[src/common/lcsel_defines.svh]
// Register offsets, field positions and reset values for the cell input stage.
`ifndef LCSEL_DEFINES_SVH
`define LCSEL_DEFINES_SVH

// Byte offsets of the three control registers on the bus.
`define LCSEL_ADDR_POLARITY      4'h0
`define LCSEL_ADDR_SEL_ONE_TWO   4'h4
`define LCSEL_ADDR_SEL_THREE_FOUR 4'h8

// Field positions in the polarity register.
`define LCSEL_POL_CELL_BIT       7
`define LCSEL_POL_GATE_LSB       0
`define LCSEL_POL_GATE_MSB       3

// Field positions in both select registers.
`define LCSEL_SEL_LOW_LSB        0
`define LCSEL_SEL_LOW_MSB        2
`define LCSEL_SEL_HIGH_LSB       4
`define LCSEL_SEL_HIGH_MSB       6

// Reset and read-mask values.
`define LCSEL_CELL_INVERT_RESET  1'h0
`define LCSEL_POL_READ_MASK      8'h8f
`define LCSEL_SEL_READ_MASK      8'h77

// Base input index added to each selector code.
`define LCSEL_BASE_LINE1         4'h0
`define LCSEL_BASE_LINE2         4'h4
`define LCSEL_BASE_LINE3         4'h8
`define LCSEL_BASE_LINE4         4'hc

`endif

[src/common/lcsel_pkg.sv]
// Types shared by the cell input stage.
package lcsel_pkg;
  typedef logic [2:0] lcsel_code_type;
  typedef logic [3:0] lcsel_index_type;
  typedef enum logic [1:0] {
    lcsel_idle,
    lcsel_answer
  } lcsel_bus_state_type;
endpackage

[src/design/lcsel_source_mux.sv]
// One data-line selector: picks a shared input by a 3-bit code and a base offset.
`timescale 1ns/1ps
`include "lcsel_defines.svh"

module lcsel_source_mux
  import lcsel_pkg::*;
#(
  parameter int INPUTS = 16
)
(
  input  wire logic [INPUTS-1:0] shared_input_bus,
  input  wire lcsel_code_type    code,
  input  wire lcsel_index_type   base,
  output logic                   data_line
);

  lcsel_index_type index;

  // The sum wraps modulo sixteen, which gives line 4 its 12..15 then 0..3 order.
  always_comb
  begin
    index     = lcsel_index_type'(base + {1'b0, code});
    data_line = shared_input_bus[index];
  end

endmodule // lcsel_source_mux

[src/design/lcsel_top.sv]
// Input selection and polarity stage of a programmable logic cell, with Avalon-MM slave.
// Operation
// - When the cell invert bit 7 is set the cell result is driven inverted, else unchanged.
// - Polarity bit 3 set inverts gate 4's output before the logic function.
// - Polarity bit 2 set inverts gate 3's output before the logic function.
// - Polarity bit 1 set inverts gate 2's output before the logic function.
// - Polarity bit 0 set inverts gate 1's output before the logic function.
// - Polarity bits 6 to 4 read as zero and ignore writes.
// - Reset clears the cell invert bit; gate polarity and selector fields keep their values.
// - Select-one-two bits 2..0 pick shared input n for data line 1.
// - Select-one-two bits 6..4 pick shared input n plus 4 for data line 2.
// - Select-three-four bits 6..4 pick inputs 12..15 then 0..3 for data line 4.
// - Bits 7 and 3 of both select registers read as zero and ignore writes.
// - Select-three-four bits 2..0 pick shared input n plus 8 for data line 3.
// - Each data line is offered true and inverted, each form gated by its own enable.
//
// Added by the designer: the Avalon-MM register port and the register offsets.
`timescale 1ns/1ps
`include "lcsel_defines.svh"

module lcsel_top
  import lcsel_pkg::*;
#(
  parameter int INPUTS = 16,
  parameter int LINES  = 4
)
(
  input  wire logic              clock,
  input  wire logic              rst,
  input  wire logic [3:0]        avs_address,
  input  wire logic              avs_read,
  input  wire logic              avs_write,
  input  wire logic [31:0]       avs_writedata,
  input  wire logic [3:0]        avs_byteenable,
  output logic [31:0]            avs_readdata,
  output logic                   avs_waitrequest,
  input  wire logic [INPUTS-1:0] shared_input_bus,
  input  wire logic [2*LINES*LINES-1:0] gate_term_enable,
  input  wire logic              cell_logic_result,
  output logic [LINES-1:0]       data_lines,
  output logic [LINES-1:0]       gate_outputs,
  output logic                   cell_result_out
);

  lcsel_bus_state_type  bus_state;
  logic                 cell_output_invert;
  logic [3:0]           gate_output_invert;
  lcsel_code_type       data1_source_sel;
  lcsel_code_type       data2_source_sel;
  lcsel_code_type       data3_source_sel;
  lcsel_code_type       data4_source_sel;
  logic                 access;
  logic                 write_hit;
  logic [7:0]           next_read_byte;
  logic [7:0]           polarity_view;
  logic [7:0]           sel_one_two_view;
  logic [7:0]           sel_three_four_view;
  lcsel_code_type       codes [LINES];
  lcsel_index_type      bases [LINES];
  logic [LINES-1:0]     gate_raw;

  // Every access takes one wait cycle, then completes in the answer state.
  assign access          = avs_read | avs_write;
  assign avs_waitrequest = access & (bus_state != lcsel_answer);
  assign write_hit       = avs_write & (bus_state == lcsel_answer) & avs_byteenable[0];

  // Bus handshake state; the answer state lasts exactly one cycle.
  always_ff @(posedge clock)
  begin
    if (rst)
      bus_state <= lcsel_idle;
    else
    begin
      case (bus_state)
        lcsel_idle:
          if (access)
            bus_state <= lcsel_answer;
        lcsel_answer:
          bus_state <= lcsel_idle;
        default:
          bus_state <= lcsel_idle;
      endcase
    end
  end

  // The cell invert bit is the only field that a reset clears.
  always_ff @(posedge clock)
  begin
    if (rst)
      cell_output_invert <= `LCSEL_CELL_INVERT_RESET;
    else if (write_hit && avs_address == `LCSEL_ADDR_POLARITY)
      cell_output_invert <= avs_writedata[`LCSEL_POL_CELL_BIT];
  end

  // Gate polarity bits survive resets; bits 6..4 are never stored.
  always_ff @(posedge clock)
  begin
    if (write_hit && avs_address == `LCSEL_ADDR_POLARITY)
      gate_output_invert <= avs_writedata[`LCSEL_POL_GATE_MSB:`LCSEL_POL_GATE_LSB];
  end

  // Selector fields survive resets; bits 7 and 3 are never stored.
  always_ff @(posedge clock)
  begin
    if (write_hit && avs_address == `LCSEL_ADDR_SEL_ONE_TWO)
    begin
      data1_source_sel <= avs_writedata[`LCSEL_SEL_LOW_MSB:`LCSEL_SEL_LOW_LSB];
      data2_source_sel <= avs_writedata[`LCSEL_SEL_HIGH_MSB:`LCSEL_SEL_HIGH_LSB];
    end
  end

  always_ff @(posedge clock)
  begin
    if (write_hit && avs_address == `LCSEL_ADDR_SEL_THREE_FOUR)
    begin
      data3_source_sel <= avs_writedata[`LCSEL_SEL_LOW_MSB:`LCSEL_SEL_LOW_LSB];
      data4_source_sel <= avs_writedata[`LCSEL_SEL_HIGH_MSB:`LCSEL_SEL_HIGH_LSB];
    end
  end

  // Read views; unimplemented positions are masked to zero.
  assign polarity_view = {cell_output_invert, 3'h0, gate_output_invert}
                         & `LCSEL_POL_READ_MASK;
  assign sel_one_two_view = {1'b0, data2_source_sel, 1'b0, data1_source_sel}
                            & `LCSEL_SEL_READ_MASK;
  assign sel_three_four_view = {1'b0, data4_source_sel, 1'b0, data3_source_sel}
                               & `LCSEL_SEL_READ_MASK;

  // Unmapped addresses read as zero and writes to them are dropped.
  always_comb
  begin
    case (avs_address)
      `LCSEL_ADDR_POLARITY:       next_read_byte = polarity_view;
      `LCSEL_ADDR_SEL_ONE_TWO:    next_read_byte = sel_one_two_view;
      `LCSEL_ADDR_SEL_THREE_FOUR: next_read_byte = sel_three_four_view;
      default:                    next_read_byte = 8'h00;
    endcase
  end

  // Read data is registered during the wait cycle so it stands at the answer edge.
  always_ff @(posedge clock)
  begin
    if (rst)
      avs_readdata <= 32'h00000000;
    else if (avs_read && bus_state == lcsel_idle)
      avs_readdata <= {24'h000000, next_read_byte};
  end

  // Codes and base offsets for the four selectors.
  assign codes[0] = data1_source_sel;
  assign codes[1] = data2_source_sel;
  assign codes[2] = data3_source_sel;
  assign codes[3] = data4_source_sel;
  assign bases[0] = `LCSEL_BASE_LINE1;
  assign bases[1] = `LCSEL_BASE_LINE2;
  assign bases[2] = `LCSEL_BASE_LINE3;
  assign bases[3] = `LCSEL_BASE_LINE4;

  // One selector and one gate per line; the path stays combinational from input to output.
  genvar g;
  generate
    for (g = 0; g < LINES; g++)
    begin : gen_line
      logic [2*LINES-1:0] terms;
      lcsel_source_mux #(
        .INPUTS (INPUTS)
      ) u_mux (
        .shared_input_bus (shared_input_bus),
        .code             (codes[g]),
        .base             (bases[g]),
        .data_line        (data_lines[g])
      );
      // Even enable is the inverted form, odd the true form, of each data line.
      for (genvar d = 0; d < LINES; d++)
      begin : gen_term
        assign terms[2*d]   = gate_term_enable[2*LINES*g+2*d] & ~data_lines[d];
        assign terms[2*d+1] = gate_term_enable[2*LINES*g+2*d+1] & data_lines[d];
      end
      assign gate_raw[g]     = |terms;
      assign gate_outputs[g] = gate_raw[g] ^ gate_output_invert[g];
    end
  endgenerate

  // Final inversion of the cell's logic function result.
  assign cell_result_out = cell_logic_result ^ cell_output_invert;

endmodule // lcsel_top

[config.mk]
export PLATFORM = sky130hd
export DESIGN_NAME = lcsel_top
export DESIGN_NICKNAME = d
export VERILOG_FILES = /design/src/common/lcsel_pkg.sv /design/src/design/lcsel_source_mux.sv /design/src/design/lcsel_top.sv
export VERILOG_INCLUDE_DIRS = /design/src /design/src/common
export SDC_FILE = /design/constraint.sdc
export NUM_CORES = 1
export LEC_CHECK = 0
export ABC_AREA = 1
export BUFFER_PORTS_ARGS = -buffer_cell sky130_fd_sc_hd__buf_4
export CORE_AREA = 4 4 72 81
export DETAILED_ROUTE_END_ITERATION = 16
export DIE_AREA = 0 0 76 85
export GPL_ROUTABILITY_DRIVEN = 0
export PLACE_DENSITY = 0.78
export SLEW_MARGIN = 20
export SYNTH_ARGS = -nofsm -noshare
export SYNTH_HDL_FRONTEND = slang
export SYNTH_SLANG_ARGS = --single-unit
export TNS_END_PERCENT = 50
[constraint.sdc]
create_clock -name clock -period 2.6 [get_ports clock]
set_clock_uncertainty 0.2 [all_clocks]
set_input_delay 0.78 -clock clock [delete_from_list [all_inputs] [get_ports clock]]
set_output_delay 0.78 -clock clock [all_outputs]
set_load 0.02 [all_outputs]
==> impl_metrics.toml <==
[place]
dpl.hpwl_mm = 4.45
place_inst = 417
portBuffers = 83
place_area_sq_um = 2630

[clocking]
clkTransAtPathRegs_ps = 90
cts_root_buffer = "clkbuf_8"
worstSkewPairLatency_ps = 270
cts_max_path_buffers = 2
h-tree-depth = 1
clock_sinks = 26
tritoncts = "done"
cts_buffers = 3
holdBufCountCts = 0

[sta]
rsz0062_at_grt = "yes"
worstMarginPinSlew_ps = 611
fin_ws_ps = -268
finalMaxSlewViolations = 0
finalSetupTns_ps = -1030
slew_headroom = 0.591
setup_viol = 5
min_period_ps = 2870
fmax_ghz = 0.349
fin_crit_sh = 1.10
hold_viol_final = 0

[finish]
nets = 461
drive_above_1_share = 0.575
utilization = 0.615
fin_area_sq_um = 3060
syn2layout_area_growth_pct = 49.9
fin_cells = 425
insertedDiodeCount = 0

[yosys]
synth-adder-area-share = 0
synthMuxAreaShare = 0
synth_simple_gate_area_frac = 0.432
synth_top_family_by_area = "simple AND/OR/NAND/NOR gates"
syn_area_sq_um = 2040
synth_seq_cells = 26
seq_area_frac_synth = 0.334
syn_avg_cell_area_sq_um = 7.28
synthXorXnorAreaFrac = 0.00430
yosysWarnings = 0
synth_compound_area_frac = 0.0473
synthesis.instances = 280
ys_types = 26

[die]
initial_core_util = 0.410
coreArea_sq_um = 4970
die_h_microns = 85
io_pins = 135
dieWidth_microns = 76
rows = 27
die_area_sq_um = 6460

[hold_path]
min_path_cells = 2
hold_end = "avs_readdata[5]$_SDFFE_PP0P_"
min-delay-start = "avs_readdata[5]$_SDFFE_PP0P_"
hold_class = "flop to flop"

[critical_path]
end_kind = "output pin"
arrival_ps = 1890
rrSetupSlack_ps = 1030
r2r_start = "bus_state[0]$_SDFFE_PP0N_"
slowest_delay_ps = 160
timing.critical_path.buf_inv = 3
startpoint_type = "input port"
crit_family = "simple AND/OR/NAND/NOR gates"
critical_path_class = "input port to output pin"
cp_slowest_cell = "nand3_4"
cp_max_fo = 5
r2r_end = "data4_source_sel[1]$_DFFE_PP_"
ff2ff_path_depth = 2
cp_cell_sequence = "buf_4 > inv_2 > nand2_2 > nand3_2 > nand3_4 > nand2_4 > nand2_2 > nand2_2 > nor2_2 > nand2_1 > nand2_1 > nand2_1 > buf_6"
required_ps = 1620

[outcome]
outcome = "complete, but fails checks"
violations = "negative setup slack"

[route]
vias = 2072
wl_per_cell_microns = 13.6
postRouteAntennaNets = 0
drt_iter0_drc = 62
drt_wl_total_mm = 5.76
drc = 0
dr.pass1.iters = 4
vias_per_cell = 4.88

[global_route]
grt_first_pass_wirelength_mm = 8.94
grt_pass1_vias = 2084
grt_max_degree = 16
track_usage = 0.166
gr-total-overflow = 0
grt_antenna_before_repair = 0

[job]
max_cap_viol_count = 0

[power_and_ir_drop]
power.density_nw_per_um2 = 329
p_leak_nw = 1.50
power_mw = 1.01
ir_drop_mv = 0.320
through the flow:
step                      worst slack (ps)  hold slack, ps
after global routing                  -365             295
after detailed placement              -289             261
after floorplan                       28.2             248
after CTS                             -193             274
final                                 -268             268
after global placement                -262             258
cells in the final DEF, fill, tap and decap left out:
cell type / netlist / layout
nor2_2: 5 / 2
o22ai_1: 3 / 3
nor3_2: 1 / 1
nand3_4: 2 / 6
clkbuf_8: 0 / 3
nor2_1: 6 / 6
o21ai_0: 3 / 3
nor2_4: 4 / 7
nand2_1: 90 / 54
a21oi_1: 9 / 9
dfxtp_1: 10 / 10
nand3_2: 10 / 31
buf_6: 0 / 15
inv_1: 34 / 17
o221ai_1: 2 / 2
nand3b_4: 2 / 2
inv_4: 0 / 3
conb_1: 1 / 24
nand2_2: 5 / 39
buf_4: 28 / 75
nor4_2: 1 / 1
xor2_1: 1 / 1
nand3_1: 34 / 9
clkbuf_16: 0 / 1
edfxtp_1: 16 / 16
nand4_1: 1 / 1
nor3_1: 1 / 1
inv_2: 6 / 20
nand2_4: 3 / 5
how the worst max path moves through the flow:
stage,from,to,slack (ps),depth (start not counted)
3_3_place_gp,shared_input_bus[11],gate_outputs[3],-260,12
4_1_cts,shared_input_bus[3],gate_outputs[3],-190,13
2_1_floorplan,shared_input_bus[15],gate_outputs[0],30,11
3_5_place_dp,shared_input_bus[7],gate_outputs[0],-290,12
5_1_grt,data1_source_sel[0]$_DFFE_PP_,gate_outputs[0],-370,12
6_report,shared_input_bus[6],gate_outputs[0],-270,13
power breakdown:
group          internal, mW  switching [mW]
Clock                 0.167           0.123
Sequential            0.442         0.00385
Combinational         0.122           0.147
per-layer routing:
layer,track usage,part of all wire
met4,0.0647,0.032
met5,0,0
met1,0.183,0.37
met2,0.301,0.51
met3,0.0425,0.085
flip-flops by register name (all words and copies together), names as in the netlist:
register	count
avs_readdata	8
cell_output_invert	1
bus_state	1
data1_source_sel	3
data3_source_sel	3
gate_output_invert	4
data2_source_sel	3
data4_source_sel	3
synth_stat cells, drive strengths merged:
cell,n,share of area
o22ai,3,0.0092
nand2,98,0.20
o221ai,2,0.0086
a21oi,9,0.022
conb,1,0.0018
nor2,15,0.048
edfxtp,16,0.24
inv,40,0.074
o21ai,3,0.0074
xor2,1,0.0043
clkbuf,2,0.0037
dfxtp,10,0.098
nand3,46,0.15
nor4,1,0.0061
nor3,2,0.0074
nand3b,2,0.020
nand4,1,0.0031
buf,28,0.10
layout make-up:
class | instances | area (sq um)
multi-input cells | 207 | 1350
repair buffers | 90 | 732
flip-flops and latches | 26 | 681
clock buffers | 4 | 66.3
inverters | 40 | 158
fillers | 447 | 1910
well taps | 58 | 72.6
kinds of logic (layout without fill, tap and decap cells):
family	after synthesis	count (layout)
simple gates	165	165
buf+inv	70	134
flops	26	26
compound gates	17	17
other cells	1	24
xor+xnor	1	1
repair_timing:
item / 4_1_cts / 5_1_grt
pin swaps: 31 / 30
buffers inserted: 1 / 3
gates cloned: 0 / 0
setup endpoints to repair: 4 / 5
gates resized for setup: 82 / 23
worst min-delay path: cells and delay by family (launching register included):
kind,cells,cell delay (ps)
compound gates,1,60
flops,1,320
simple gates,1,60
No activity file was read; power rests on OpenSTA's default activity.
